`config.mk`:
```
export PLATFORM = sky130hd
export DESIGN_NAME = port_abc_function_select_mux
export DESIGN_NICKNAME = d
export VERILOG_FILES = /design/src/design/pin_mux_pkg.sv /design/src/design/port_abc_function_select_mux.sv
export SDC_FILE = /design/constraint.sdc
export NUM_CORES = 1
export LEC_CHECK = 0
export ABC_AREA = 0
export ABC_CLOCK_PERIOD_IN_PS = 2800
export BUFFER_PORTS_ARGS = -buffer_cell sky130_fd_sc_hd__buf_2
export CAP_MARGIN = 30
export CORE_ASPECT_RATIO = 1.2
export CORE_UTILIZATION = 51
export CTS_BUF_LIST = sky130_fd_sc_hd__clkbuf_4
export CTS_CLUSTER_SIZE = 30
export DETAILED_ROUTE_END_ITERATION = 7
export GPL_ROUTABILITY_DRIVEN = 0
export MAX_ROUTING_LAYER = met4
export PLACE_DENSITY = 0.87
export SETUP_SLACK_MARGIN = 0.15
export SLEW_MARGIN = 20
export SYNTH_ARGS = -nofsm -noshare
export SYNTH_HDL_FRONTEND = slang
export SYNTH_SLANG_ARGS = --single-unit
```
`constraint.sdc`:
```
create_clock -name REF_CLK -period 2.8 [get_ports REF_CLK]
set_input_delay 0 -clock REF_CLK [delete_from_list [all_inputs] [get_ports REF_CLK]]
set_output_delay 0 -clock REF_CLK [all_outputs]
set_load 0.05 [all_outputs]
```
`src/design/pin_mux_pkg.sv`:
```
// Package: register map, field layout, codes and carriers of the port A/B/C pin function mux
package pin_mux_pkg;

  // ==========================================================================
  // Package variants
  // ==========================================================================
  typedef enum logic [1:0] {
    VAR_SMALL,                               // Fewest pins
    VAR_MEDIUM,                              // Middle package
    VAR_LARGE                                // Most pins
  } variant_t;

  // ==========================================================================
  // Register byte addresses (word aligned)
  // ==========================================================================
  localparam int          ADDR_W        = 8;        // Decoded address bits
  localparam logic [7:0]  OFS_PA_LOW    = 8'h00;    // porta_low_function_select
  localparam logic [7:0]  OFS_PA_HIGH   = 8'h04;    // porta_high_function_select
  localparam logic [7:0]  OFS_PB_LOW    = 8'h08;    // portb_low_function_select
  localparam logic [7:0]  OFS_PB_HIGH   = 8'h0C;    // portb_high_function_select_*
  localparam logic [7:0]  OFS_PC_LOW    = 8'h10;    // portc_low_function_select_large
  localparam logic [7:0]  OFS_PC_HIGH   = 8'h14;    // portc_high_function_select_*

  // ==========================================================================
  // Reset value and implemented-bit masks
  // ==========================================================================
  localparam logic [7:0]  RST_SEL          = 8'h00; // Every field clears to I/O
  localparam logic [7:0]  MASK_PA_LOW      = 8'hFC; // Bits 1:0 absent
  localparam logic [7:0]  MASK_PA_HIGH     = 8'h3F; // Bits 7:6 absent
  localparam logic [7:0]  MASK_PB_LOW      = 8'hFF; // All bits stored
  localparam logic [7:0]  MASK_PB_HIGH_S   = 8'h03; // Pin 4 only
  localparam logic [7:0]  MASK_PB_HIGH_M   = 8'h33; // Pins 4 and 6
  localparam logic [7:0]  MASK_PB_HIGH_L   = 8'hFF; // Pins 4 to 7
  localparam logic [7:0]  MASK_PC_LOW_L    = 8'hFF; // Pins 0 to 3
  localparam logic [7:0]  MASK_NONE        = 8'h00; // Register absent
  localparam logic [7:0]  MASK_PC_HIGH_S   = 8'h0F; // Pins 4 and 5
  localparam logic [7:0]  MASK_PC_HIGH_M   = 8'h3F; // Pins 4 to 6
  localparam logic [7:0]  MASK_PC_HIGH_L   = 8'hFF; // Pins 4 to 7

  // ==========================================================================
  // Field positions and selection codes
  // ==========================================================================
  localparam int          FIELD_W       = 2;        // Width of one pin field
  localparam int          FLD_HI        = 6;        // Bits 7:6
  localparam int          FLD_MH        = 4;        // Bits 5:4
  localparam int          FLD_ML        = 2;        // Bits 3:2
  localparam int          FLD_LO        = 0;        // Bits 1:0
  localparam logic [1:0]  SEL_PERIPH    = 2'h2;     // Digital peripheral
  localparam logic [1:0]  SEL_ALT       = 2'h3;     // Comparator or analog

  // ==========================================================================
  // AHB-Lite constants
  // ==========================================================================
  localparam int          DATA_W        = 32;       // Bus data width
  localparam int          REG_W         = 8;        // Register width
  localparam int          ANALOG_N      = 16;       // Analog enable vector width
  localparam logic        HRESP_OKAY    = 1'b0;     // Only answer given

  // ==========================================================================
  // Output carriers
  // ==========================================================================
  typedef struct packed {
    logic serial_clock_pin;                  // Port A pin 3
    logic serial_data_in_pin;                // Port A pin 2
    logic serial_data_out_pin;               // Port A pin 1
    logic comparator0_inverting_input;       // Port A pin 3
    logic comparator0_noninverting_input;    // Port A pin 2
    logic comparator0_output;                // Port A pin 1
    logic comparator1_inverting_input;       // Port A pin 6
    logic standard_timer_clock_input;        // Port A pin 6
    logic periodic_timer0_capture_input;     // Port A pin 5
    logic periodic_timer0_output;            // Port A pin 5
    logic standard_timer_capture_input;      // Port B pin 4
    logic standard_timer_output;             // Port B pin 4
    logic external_interrupt1_input;         // Port B pin 6, large only
    logic uart_receive;                      // Port C pin 5
    logic uart_transmit;                     // Port C pin 4
  } pin_roles_t;

  typedef struct packed {
    logic [7:0] porta;                       // General I/O per pin
    logic [7:0] portb;
    logic [7:0] portc;
  } gpio_map_t;

  localparam gpio_map_t GPIO_RST = '{porta: 8'hFF, portb: 8'hFF, portc: 8'hFF};

endpackage

```
`src/design/port_abc_function_select_mux.sv`:
```
// Top: AHB-Lite register slave and pin role decoder for ports A, B and C
//
// Contract
// - PA low 7:6/5:4: I/O, serial, comparator 0
// - PA low 3:2: I/O, serial out, comp0 out
// - PA high 5:4: I/O+timer clock, comp1 input
// - PA high 3:2: I/O+capture, periodic timer output
// - PB high 1:0: I/O+capture, timer out, AN4
// - Medium PB high 5:4: I/O or AN5
// - Large PB high 7:6/3:2: AN7, AN5
// - Large PB high 5:4: I/O+interrupt1 or AN6
// - Large PC low fields: I/O or ANALOG_CHANNEL_11..AN8
// - Small PC high: UART pins, AN6, AN5
// - Medium PC high 5:4: I/O or AN8
// - Medium PC high: UART pins, AN7, AN6
// - Unimplemented bits always read zero
//
// Added by the designer: the AHB-Lite interface to the registers and the register addresses.
`timescale 1ns/10ps
module port_abc_function_select_mux #(
  parameter pin_mux_pkg::variant_t VARIANT = pin_mux_pkg::VAR_LARGE
) (
  // Clock and reset
  input  wire logic                         REF_CLK,
  input  wire logic                         RST,
  // AHB-Lite slave
  input  wire logic                         HSEL,
  input  wire logic [31:0]                  HADDR,
  input  wire logic [1:0]                   HTRANS,
  input  wire logic                         HWRITE,
  input  wire logic [2:0]                   HSIZE,
  input  wire logic [31:0]                  HWDATA,
  input  wire logic                         HREADY,
  output logic      [31:0]                  HRDATA,
  output logic                              HREADYOUT,
  output logic                              HRESP,
  // Pin roles
  output pin_mux_pkg::pin_roles_t           PIN_ROLES,
  output logic      [15:0]                  ANALOG_EN,
  output pin_mux_pkg::gpio_map_t            GPIO_EN
);

  // ==========================================================================
  // Variant flags and masks
  // ==========================================================================
  localparam logic       IS_S = (VARIANT == pin_mux_pkg::VAR_SMALL);  // Small
  localparam logic       IS_M = (VARIANT == pin_mux_pkg::VAR_MEDIUM); // Medium
  localparam logic       IS_L = (VARIANT == pin_mux_pkg::VAR_LARGE);  // Large
  localparam logic [7:0] M_PBH = IS_S ? pin_mux_pkg::MASK_PB_HIGH_S :
                                 IS_M ? pin_mux_pkg::MASK_PB_HIGH_M :
                                        pin_mux_pkg::MASK_PB_HIGH_L;
  localparam logic [7:0] M_PCL = IS_L ? pin_mux_pkg::MASK_PC_LOW_L :
                                        pin_mux_pkg::MASK_NONE;
  localparam logic [7:0] M_PCH = IS_S ? pin_mux_pkg::MASK_PC_HIGH_S :
                                 IS_M ? pin_mux_pkg::MASK_PC_HIGH_M :
                                        pin_mux_pkg::MASK_PC_HIGH_L;

  // ==========================================================================
  // Bus address and data phase tracking
  // ==========================================================================
  logic                  wr_pend_q;         // Write data phase in progress
  logic [7:0]            wr_addr_q;         // Address of pending write
  logic [7:0]            wdat;              // Low byte of write data
  logic                  accept;            // Address phase taken
  logic [7:0]            aaddr;             // Decoded address bits

  // Transfer taken when selected, bus ready and NONSEQ/SEQ
  assign accept = HSEL && HREADY && HTRANS[1];
  assign aaddr  = HADDR[pin_mux_pkg::ADDR_W-1:0];
  assign wdat   = HWDATA[pin_mux_pkg::REG_W-1:0];

  // Remember a write until its data phase
  always_ff @(posedge REF_CLK) begin
    if (RST) begin
      wr_pend_q <= 1'b0;
      wr_addr_q <= 8'h00;
    end else begin
      wr_pend_q <= accept && HWRITE;
      wr_addr_q <= accept ? aaddr : wr_addr_q;
    end
  end

  // ==========================================================================
  // Selection registers
  // ==========================================================================
  logic [7:0] pa_low_q,  pa_low_d;         // porta_low_function_select
  logic [7:0] pa_high_q, pa_high_d;        // porta_high_function_select
  logic [7:0] pb_low_q,  pb_low_d;         // portb_low_function_select
  logic [7:0] pb_high_q, pb_high_d;        // portb_high_function_select
  logic [7:0] pc_low_q,  pc_low_d;         // portc_low_function_select
  logic [7:0] pc_high_q, pc_high_d;        // portc_high_function_select
  logic       hit_pal, hit_pah, hit_pbl;   // Write hits per register
  logic       hit_pbh, hit_pcl, hit_pch;

  // Write strobes in the data phase
  assign hit_pal = wr_pend_q && (wr_addr_q == pin_mux_pkg::OFS_PA_LOW);
  assign hit_pah = wr_pend_q && (wr_addr_q == pin_mux_pkg::OFS_PA_HIGH);
  assign hit_pbl = wr_pend_q && (wr_addr_q == pin_mux_pkg::OFS_PB_LOW);
  assign hit_pbh = wr_pend_q && (wr_addr_q == pin_mux_pkg::OFS_PB_HIGH);
  assign hit_pcl = wr_pend_q && (wr_addr_q == pin_mux_pkg::OFS_PC_LOW);
  assign hit_pch = wr_pend_q && (wr_addr_q == pin_mux_pkg::OFS_PC_HIGH);

  // Next values; masks keep absent bits at zero
  assign pa_low_d  = hit_pal ? (wdat & pin_mux_pkg::MASK_PA_LOW)  : pa_low_q;
  assign pa_high_d = hit_pah ? (wdat & pin_mux_pkg::MASK_PA_HIGH) : pa_high_q;
  assign pb_low_d  = hit_pbl ? (wdat & pin_mux_pkg::MASK_PB_LOW)  : pb_low_q;
  assign pb_high_d = hit_pbh ? (wdat & M_PBH) : pb_high_q;
  assign pc_low_d  = hit_pcl ? (wdat & M_PCL) : pc_low_q;
  assign pc_high_d = hit_pch ? (wdat & M_PCH) : pc_high_q;

  // Register update, cleared on reset
  always_ff @(posedge REF_CLK) begin
    if (RST) begin
      pa_low_q  <= pin_mux_pkg::RST_SEL;
      pa_high_q <= pin_mux_pkg::RST_SEL;
      pb_low_q  <= pin_mux_pkg::RST_SEL;
      pb_high_q <= pin_mux_pkg::RST_SEL;
      pc_low_q  <= pin_mux_pkg::RST_SEL;
      pc_high_q <= pin_mux_pkg::RST_SEL;
    end else begin
      pa_low_q  <= pa_low_d;
      pa_high_q <= pa_high_d;
      pb_low_q  <= pb_low_d;
      pb_high_q <= pb_high_d;
      pc_low_q  <= pc_low_d;
      pc_high_q <= pc_high_d;
    end
  end

  // ==========================================================================
  // Read path
  // ==========================================================================
  logic [7:0] rd_byte;                     // Selected register, post-write value

  // Unmapped addresses read zero; a write in flight is forwarded
  assign rd_byte = (aaddr == pin_mux_pkg::OFS_PA_LOW)  ? pa_low_d  :
                   (aaddr == pin_mux_pkg::OFS_PA_HIGH) ? pa_high_d :
                   (aaddr == pin_mux_pkg::OFS_PB_LOW)  ? pb_low_d  :
                   (aaddr == pin_mux_pkg::OFS_PB_HIGH) ? pb_high_d :
                   (aaddr == pin_mux_pkg::OFS_PC_LOW)  ? pc_low_d  :
                   (aaddr == pin_mux_pkg::OFS_PC_HIGH) ? pc_high_d : 8'h00;

  // Bus answer: zero wait, always OKAY, data held until next read
  always_ff @(posedge REF_CLK) begin
    if (RST) begin
      HRDATA    <= 32'h0000_0000;
      HREADYOUT <= 1'b1;
      HRESP     <= pin_mux_pkg::HRESP_OKAY;
    end else begin
      HRDATA    <= (accept && !HWRITE) ? {24'h00_0000, rd_byte} : HRDATA;
      HREADYOUT <= 1'b1;
      HRESP     <= pin_mux_pkg::HRESP_OKAY;
    end
  end

  // ==========================================================================
  // Field extraction
  // ==========================================================================
  logic [1:0] pa3, pa2, pa1, pa6, pa5;     // Port A fields
  logic [1:0] pb4, pb5, pb6, pb7;          // Port B fields
  logic [1:0] pc0, pc1, pc2, pc3;          // Port C low fields
  logic [1:0] pc4, pc5, pc6;               // Port C high fields

  assign pa3 = pa_low_q[pin_mux_pkg::FLD_HI +: pin_mux_pkg::FIELD_W];
  assign pa2 = pa_low_q[pin_mux_pkg::FLD_MH +: pin_mux_pkg::FIELD_W];
  assign pa1 = pa_low_q[pin_mux_pkg::FLD_ML +: pin_mux_pkg::FIELD_W];
  assign pa6 = pa_high_q[pin_mux_pkg::FLD_MH +: pin_mux_pkg::FIELD_W];
  assign pa5 = pa_high_q[pin_mux_pkg::FLD_ML +: pin_mux_pkg::FIELD_W];
  assign pb7 = pb_high_q[pin_mux_pkg::FLD_HI +: pin_mux_pkg::FIELD_W];
  assign pb6 = pb_high_q[pin_mux_pkg::FLD_MH +: pin_mux_pkg::FIELD_W];
  assign pb5 = pb_high_q[pin_mux_pkg::FLD_ML +: pin_mux_pkg::FIELD_W];
  assign pb4 = pb_high_q[pin_mux_pkg::FLD_LO +: pin_mux_pkg::FIELD_W];
  assign pc3 = pc_low_q[pin_mux_pkg::FLD_HI +: pin_mux_pkg::FIELD_W];
  assign pc2 = pc_low_q[pin_mux_pkg::FLD_MH +: pin_mux_pkg::FIELD_W];
  assign pc1 = pc_low_q[pin_mux_pkg::FLD_ML +: pin_mux_pkg::FIELD_W];
  assign pc0 = pc_low_q[pin_mux_pkg::FLD_LO +: pin_mux_pkg::FIELD_W];
  assign pc6 = pc_high_q[pin_mux_pkg::FLD_MH +: pin_mux_pkg::FIELD_W];
  assign pc5 = pc_high_q[pin_mux_pkg::FLD_ML +: pin_mux_pkg::FIELD_W];
  assign pc4 = pc_high_q[pin_mux_pkg::FLD_LO +: pin_mux_pkg::FIELD_W];

  // ==========================================================================
  // Role decode
  // ==========================================================================
  pin_mux_pkg::pin_roles_t roles_d;        // Decoded digital roles
  logic [15:0]             analog_d;       // Decoded analog channels
  pin_mux_pkg::gpio_map_t  gpio_d;         // Decoded general I/O pins
  logic                    pa3_io, pa2_io, pa1_io, pa5_io, pb4_io; // 00/01 codes
  logic                    uart_pins;      // Variants with UART on port C high

  assign pa3_io    = !pa3[1];
  assign pa2_io    = !pa2[1];
  assign pa1_io    = !pa1[1];
  assign pa5_io    = !pa5[1];
  assign pb4_io    = !pb4[1];
  assign uart_pins = IS_S || IS_M;

  // Port A serial and comparator roles
  assign roles_d.serial_clock_pin              = (pa3 == pin_mux_pkg::SEL_PERIPH);
  assign roles_d.comparator0_inverting_input   = (pa3 == pin_mux_pkg::SEL_ALT);
  assign roles_d.serial_data_in_pin            = (pa2 == pin_mux_pkg::SEL_PERIPH);
  assign roles_d.comparator0_noninverting_input = (pa2 == pin_mux_pkg::SEL_ALT);
  assign roles_d.serial_data_out_pin           = (pa1 == pin_mux_pkg::SEL_PERIPH);
  assign roles_d.comparator0_output            = (pa1 == pin_mux_pkg::SEL_ALT);
  // Port A timer and comparator 1 roles
  assign roles_d.comparator1_inverting_input   = (pa6 == pin_mux_pkg::SEL_ALT);
  assign roles_d.standard_timer_clock_input    = (pa6 != pin_mux_pkg::SEL_ALT);
  assign roles_d.periodic_timer0_capture_input = pa5_io;
  assign roles_d.periodic_timer0_output        = (pa5 == pin_mux_pkg::SEL_PERIPH);
  // Port B timer and interrupt roles
  assign roles_d.standard_timer_capture_input  = pb4_io;
  assign roles_d.standard_timer_output         = (pb4 == pin_mux_pkg::SEL_PERIPH);
  assign roles_d.external_interrupt1_input     = IS_L && (pb6 != pin_mux_pkg::SEL_ALT);
  // Port C UART roles
  assign roles_d.uart_receive  = uart_pins && (pc5 == pin_mux_pkg::SEL_PERIPH);
  assign roles_d.uart_transmit = uart_pins && (pc4 == pin_mux_pkg::SEL_PERIPH);

  // Analog channel enables per variant
  always_comb begin
    analog_d     = 16'h0000;
    analog_d[4]  = (pb4 == pin_mux_pkg::SEL_ALT);
    analog_d[5]  = (IS_M && pb6 == pin_mux_pkg::SEL_ALT)
                || (IS_L && pb5 == pin_mux_pkg::SEL_ALT)
                || (IS_S && pc4 == pin_mux_pkg::SEL_ALT);
    analog_d[6]  = (IS_L && pb6 == pin_mux_pkg::SEL_ALT)
                || (IS_S && pc5 == pin_mux_pkg::SEL_ALT)
                || (IS_M && pc4 == pin_mux_pkg::SEL_ALT);
    analog_d[7]  = (IS_L && pb7 == pin_mux_pkg::SEL_ALT)
                || (IS_M && pc5 == pin_mux_pkg::SEL_ALT);
    analog_d[8]  = (IS_M && pc6 == pin_mux_pkg::SEL_ALT)
                || (IS_L && pc0 == pin_mux_pkg::SEL_ALT);
    analog_d[9]  = IS_L && (pc1 == pin_mux_pkg::SEL_ALT);
    analog_d[10] = IS_L && (pc2 == pin_mux_pkg::SEL_ALT);
    analog_d[11] = IS_L && (pc3 == pin_mux_pkg::SEL_ALT);
  end

  // General I/O flags; undecoded pins stay I/O
  always_comb begin
    gpio_d          = pin_mux_pkg::GPIO_RST;
    gpio_d.porta[3] = pa3_io;
    gpio_d.porta[2] = pa2_io;
    gpio_d.porta[1] = pa1_io;
    gpio_d.porta[6] = (pa6 != pin_mux_pkg::SEL_ALT);
    gpio_d.porta[5] = pa5_io;
    gpio_d.portb[4] = pb4_io;
    gpio_d.portb[6] = IS_S || (pb6 != pin_mux_pkg::SEL_ALT);
    gpio_d.portb[5] = !IS_L || (pb5 != pin_mux_pkg::SEL_ALT);
    gpio_d.portb[7] = !IS_L || (pb7 != pin_mux_pkg::SEL_ALT);
    gpio_d.portc[0] = !IS_L || (pc0 != pin_mux_pkg::SEL_ALT);
    gpio_d.portc[1] = !IS_L || (pc1 != pin_mux_pkg::SEL_ALT);
    gpio_d.portc[2] = !IS_L || (pc2 != pin_mux_pkg::SEL_ALT);
    gpio_d.portc[3] = !IS_L || (pc3 != pin_mux_pkg::SEL_ALT);
    gpio_d.portc[4] = !uart_pins || !pc4[1];
    gpio_d.portc[5] = !uart_pins || !pc5[1];
    gpio_d.portc[6] = !IS_M || (pc6 != pin_mux_pkg::SEL_ALT);
  end

  // ==========================================================================
  // Registered outputs
  // ==========================================================================
  always_ff @(posedge REF_CLK) begin
    if (RST) begin
      PIN_ROLES <= '0;
      ANALOG_EN <= 16'h0000;
      GPIO_EN   <= pin_mux_pkg::GPIO_RST;
    end else begin
      PIN_ROLES <= roles_d;
      ANALOG_EN <= analog_d;
      GPIO_EN   <= gpio_d;
    end
  end
endmodule

```
# After elaboration in Yosys (flattened, before gate mapping)
# Cells that the tools add are included.
[totals]
register_bits = 118
elab_cells = 95
output_inout_bits = 89
[classes]
muxes = 12
n_reduce_logical = 18
eq_ne = 35
[op_table]
columns = ["operator", "n"]
rows = [
  ["8-bit 2-to-1 mux", 12],
  ["2-bit equality test (second input constant)", 17],
  ["8-bit by 4-bit equality test with 1-bit output (second input constant)", 4],
  ["8-bit by 5-bit equality test with 1-bit output (second input constant)", 4],
  ["8-bit by 3-bit equality test with 1-bit output (second input constant)", 2],
  ["8-bit logical NOT", 2],
  ["2-bit != test (second input constant)", 8],
  ["1-bit logical AND", 10],
  ["1-bit logical NOT", 6],
]

# Longest topological paths before layout
[logic_depth]
word_depth = 9
depth_mapped = 7
depth_no_buf = 5

# Worst setup path before layout
# No wires, ideal clock.
[synth_path]
kind = "reg2reg"
startpoint = "register wr_addr_q[7]"
endpoint = "register HRDATA[0]"
n_path_buf = 1
path_slack_ns = 0.880
setup_time_ns = 0.127
stages_incl_launch_ff = 7
arrival_ns = 1.793
cell_sequence = "dfxtp_1 or4_4 buf_2 o31ai_1 a311oi_1 a221oi_1 a31oi_1"
[synth_via]
elab_chain_cells = 9
[synth_rtl]
columns = ["item", "line_no", "text"]
rows = [
  ["start, declared", "port_abc_function_select_mux.sv:62", "logic [7:0] wr_addr_q;"],
  ["start signal, assigned", "port_abc_function_select_mux.sv:79", "wr_addr_q <= accept ? aaddr : wr_addr_q;"],
  ["8-bit by 5-bit equality test with 1-bit output", "port_abc_function_select_mux.sv:101", "assign hit_pch = wr_pend_q && (wr_addr_q == pin_mux_pkg::OFS_PC_HIGH);"],
  ["1-bit logical AND", "port_abc_function_select_mux.sv:101", ""],
  ["8-bit 2-to-1 mux", "port_abc_function_select_mux.sv:109", "assign pc_high_d = hit_pch ? (wdat & M_PCH) : pc_high_q;"],
  ["8-bit 2-to-1 mux", "port_abc_function_select_mux.sv:141", "(aaddr == pin_mux_pkg::OFS_PC_HIGH) ? pc_high_d : 8'h00;"],
  ["8-bit 2-to-1 mux", "port_abc_function_select_mux.sv:140", "(aaddr == pin_mux_pkg::OFS_PC_LOW) ? pc_low_d :"],
  ["8-bit 2-to-1 mux", "port_abc_function_select_mux.sv:139", "(aaddr == pin_mux_pkg::OFS_PB_HIGH) ? pb_high_d :"],
  ["8-bit 2-to-1 mux", "port_abc_function_select_mux.sv:138", "(aaddr == pin_mux_pkg::OFS_PB_LOW) ? pb_low_d :"],
  ["8-bit 2-to-1 mux", "port_abc_function_select_mux.sv:137", "(aaddr == pin_mux_pkg::OFS_PA_HIGH) ? pa_high_d :"],
  ["8-bit 2-to-1 mux *", "port_abc_function_select_mux.sv:136", "assign rd_byte = (aaddr == pin_mux_pkg::OFS_PA_LOW) ? pa_low_d :"],
  ["end signal, assigned", "port_abc_function_select_mux.sv:150", "HRDATA <= (accept && !HWRITE) ? {24'h00_0000, rd_byte} : HRDATA;"],
  ["end, declared", "port_abc_function_select_mux.sv:34", "output logic [31:0] HRDATA,"],
]
# Every way passes the cells marked *; elsewhere a longest branch is shown, timed or not.
# A chain may end at the register's enable or synchronous reset.

# Final worst setup path
[layout_path]
startpoint = "register wr_pend_q"
endpoint = "register HRDATA[7]"
[layout_via]
elab_chain_cells = 8
[layout_rtl]
columns = ["item", "line_no", "text"]
rows = [
  ["start, declared", "port_abc_function_select_mux.sv:61", "logic wr_pend_q;"],
  ["start signal, assigned", "port_abc_function_select_mux.sv:78", "wr_pend_q <= accept && HWRITE;"],
  ["1-bit logical AND", "port_abc_function_select_mux.sv:101", ""],
  ["8-bit 2-to-1 mux", "port_abc_function_select_mux.sv:109", ""],
  ["8-bit 2-to-1 mux", "port_abc_function_select_mux.sv:141", ""],
  ["8-bit 2-to-1 mux", "port_abc_function_select_mux.sv:140", ""],
  ["8-bit 2-to-1 mux", "port_abc_function_select_mux.sv:139", ""],
  ["8-bit 2-to-1 mux", "port_abc_function_select_mux.sv:138", ""],
  ["8-bit 2-to-1 mux", "port_abc_function_select_mux.sv:137", ""],
  ["8-bit 2-to-1 mux *", "port_abc_function_select_mux.sv:136", ""],
]
# Marked as above.

==> flow_summary.yaml <==
setup_path:
  crit_family: "simple AND/OR/NAND/NOR gates"
  critPathLaunchType: "flop"
  required_ns: 3.14
  setup.worst_path.class: "flop to flop"
  path_max_fanout: 7
  slowest_delay_ns: 0.45
  crit_chain: "nor3b_1, buf_4, nand4_1, mux2_2, a221oi_1, a211oi_1"
  r2r_slack_ns: 0.48
  crit_slowest_cell: "mux2_2"
  arrival_ns: 2.66
  critPathBufInv: 1
  crit_path_end_kind: "flop"
layout:
  finalNetCount: 607
  final_cells: 633
  syn_to_final_growth_pct: 14.1
  utilization_pct: 59.7
  drive_above_1_share_pct: 21.4
  fill_cells: 692
  n_antenna_cell: 0
yosys:
  syn_inst: 454
  synthMuxAreaShare_pct: 8.21
  synth_top_cell_by_area: "dfxtp_1"
  synthXorXnorAreaFrac_pct: 0
  syn_area_um2: 4240
  async_reset_ff_share_pct: 0
  synthSimpleGateAreaFrac_pct: 19.6
  synth_top_family_by_area: "simple AND/OR/NAND/NOR gates"
  synthTopCellsByArea: "dfxtp_1 47%, buf_4 8.3%, mux2i_1 4.5%"
  synthAdderAreaFrac_pct: 0
  ys_types: 49
  ys_warn_count: 0
  seq_area_frac_synth_pct: 46.8
  synth_area_per_cell_um2: 9.33
  ys.flop_type: "dfxtp_1"
  ys_ff_latch: 99
  synth-compound-area-share_pct: 13.4
  synth_edf_count: 0
  synth_top_area_share_pct: 46.8
timing:
  fin_ws_ns: 0.476
  finalMaxSlewViolations: 0
  rsz0062_at_grt: "no"
  post-route-period-util_pct: 83.0
  fin_setup_tns_ns: 0
  setup_violations: 0
  relSlewSlack_pct: 51.1
  fin_worst_skew_ns: 0.0195
  tightest_slew_ns: 0.727
  hold_viol_final: 0
  min_period_ns: 2.32
  fmax_mhz: 430
routing:
  totalWireLength_mm: 9.64
  drc: 0
  wl_met3_um: 793
  initialDrtViolationCount: 272
  met2WireLength_mm: 4.55
  ant_nets: 0
  wl_per_cell_um: 15.2
  wirelength_met1_mm: 3.83
  via_per_inst: 5.67
  firstDrtPassIters: 5
  num_vias: 3588
  top_layer_used: "met4"
placed_design:
  place_hpwl_mm: 6.48
  placed_cells: 594
  io_buffers: 63
  dpl_worst_slack_ns: 0.599
die:
  die_h_um: 102
  core_um2: 8110
  die_x_um: 85.2
  ioPinCount: 163
  std_cell_rows: 36
  start_util_pct: 52.3
  dieArea_um2: 8680
global_routing:
  grt_pass1_vias: 3244
  grt_pass1_wl_mm: 15.2
  gr-total-overflow: 0
  grt.total_usage_pct: 23.5
  antenna_found_initial: 0
  grt_max_degree: 34
clock_tree:
  cts_tree: "yes"
  cts_setup_buffers: 0
  clk_path_buf_depth: 2
  clk_latency_ns: 0.46
  root_buffer: "clkbuf_4"
  htreeDepth: 3
  cts_buffers: 9
  clk_pin_slew_ns: 0.15
  cts_sinks: 99
job:
  maxCapViolations: 0
power:
  p_total_mw: 2.53
  p_leak_nw: 2.07
  p_per_area_nw_per_um2: 522
  vdd_drop_max_mv: 0.264
outcome:
  status: "finished clean"
worst_hold_path:
  hold_path_class: "input port to flop"
path summary, 6_finish.rpt:
check,from,endpoint,depth (start not counted)
setup / recovery,wr_pend_q$_SDFF_PP0_,HRDATA[7]$_SDFFE_PP0P_,6
hold / removal,HREADY,wr_pend_q$_SDFF_PP0_,3
setup reg to reg,wr_pend_q$_SDFF_PP0_,HRDATA[7]$_SDFFE_PP0P_,6
hold reg to reg,pa_high_q[2]$_SDFF_PP0_,PIN_ROLES[5]$_SDFF_PP0_,1
through the flow:
stage | instance area, um2 | hold slack [ns]
2_1_floorplan | 4410 | 0.136
3_3_place_gp | 4460 | 0.268
3_5_place_dp | 4460 | 0.281
4_1_cts | 4840 | 0.0112
5_1_grt | 4840 | 0.0509
6_report | 4840 | 0.0324
flip-flops by register name, summed over array words and instances, names as in the netlist:
register	cells
GPIO_EN	13
PIN_ROLES	13
ANALOG_EN	8
HRDATA	8
pa_high_q	8
pa_low_q	8
pb_high_q	8
pb_low_q	8
pc_high_q	8
pc_low_q	8
wr_addr_q	8
wr_pend_q	1
worst min-delay path: cells and delay by family:
family | cells | cell delay (ns)
simple gates | 2 | 0.34
buf+inv | 1 | 0.10
placed cells by master (no fill, tap or decap), drive strengths merged, types with 2 or more instances in the layout:
cell and instances:
o32ai 4, or4 3, mux2i 19, o22a 2, nand2b 7, nor4b 2, a221oi 7, o221a 5
buf 71, a311oi 2, inv 17, a211o 2, mux2 14, or2 2, nor4 4, and3b 5
o31ai 10, nand4 11, nand2 32, nor3 2, and3 3, and2 4, a221o 4, conb 47
a21oi 24, nand3 9, nor3b 2, clkinv 3, clkbuf 9, nor2 50, dlygate4sd3 23, a31oi 11
dfxtp 99, nor2b 15
per-layer routing:
layer  vias up  GRT usage [%]
li1       1661              -
met1      1663           26.4
met2       218           37.7
met3        46           5.57
met4         0           15.4
met5         -              -
report_power, final:
group | internal (mW) | switching, mW
registers | 1.42 | 0.00849
logic | 0.0595 | 0.247
clock network | 0.286 | 0.505
final cells by class:
cell class | instances | area (um2) | share of cell area (%)
flip-flops and latches | 99 | 1980 | 41.0
repair buffers | 94 | 606 | 12.5
well taps | 95 | 119 | 2.46
inverters | 15 | 56.3 | 1.16
multi-input cells | 314 | 1920 | 39.8
clock inverters | 7 | 83.8 | 1.73
clock buffers | 9 | 67.6 | 1.40
synthesized netlist by cell type (3+ instances only):
cell	instances
nor2_1	50
a31oi_1	11
o32ai_1	4
mux2_2	14
a21oi_1	24
and3_1	3
mux2i_1	19
dfxtp_1	99
nand2_1	32
inv_1	15
nand2b_1	7
clkbuf_1	22
buf_4	47
and2_1	4
nor2b_1	15
nand3_1	9
o221a_2	5
and3b_1	5
o31ai_1	10
a221o_1	4
nand4_1	11
a221oi_1	7
cells by family after synthesis:
logic type      Yosys count
flops                    99
buf+inv                  86
compound gates           78
mux                      33
other cells               2
simple gates            156
timing repair:
action	CTS	global route
endpoints found under the setup margin	0	0
hold buffers	23	0
resized for setup	0	0
hold endpoints to repair	44	0
No activity file was read; power rests on OpenSTA's default activity.
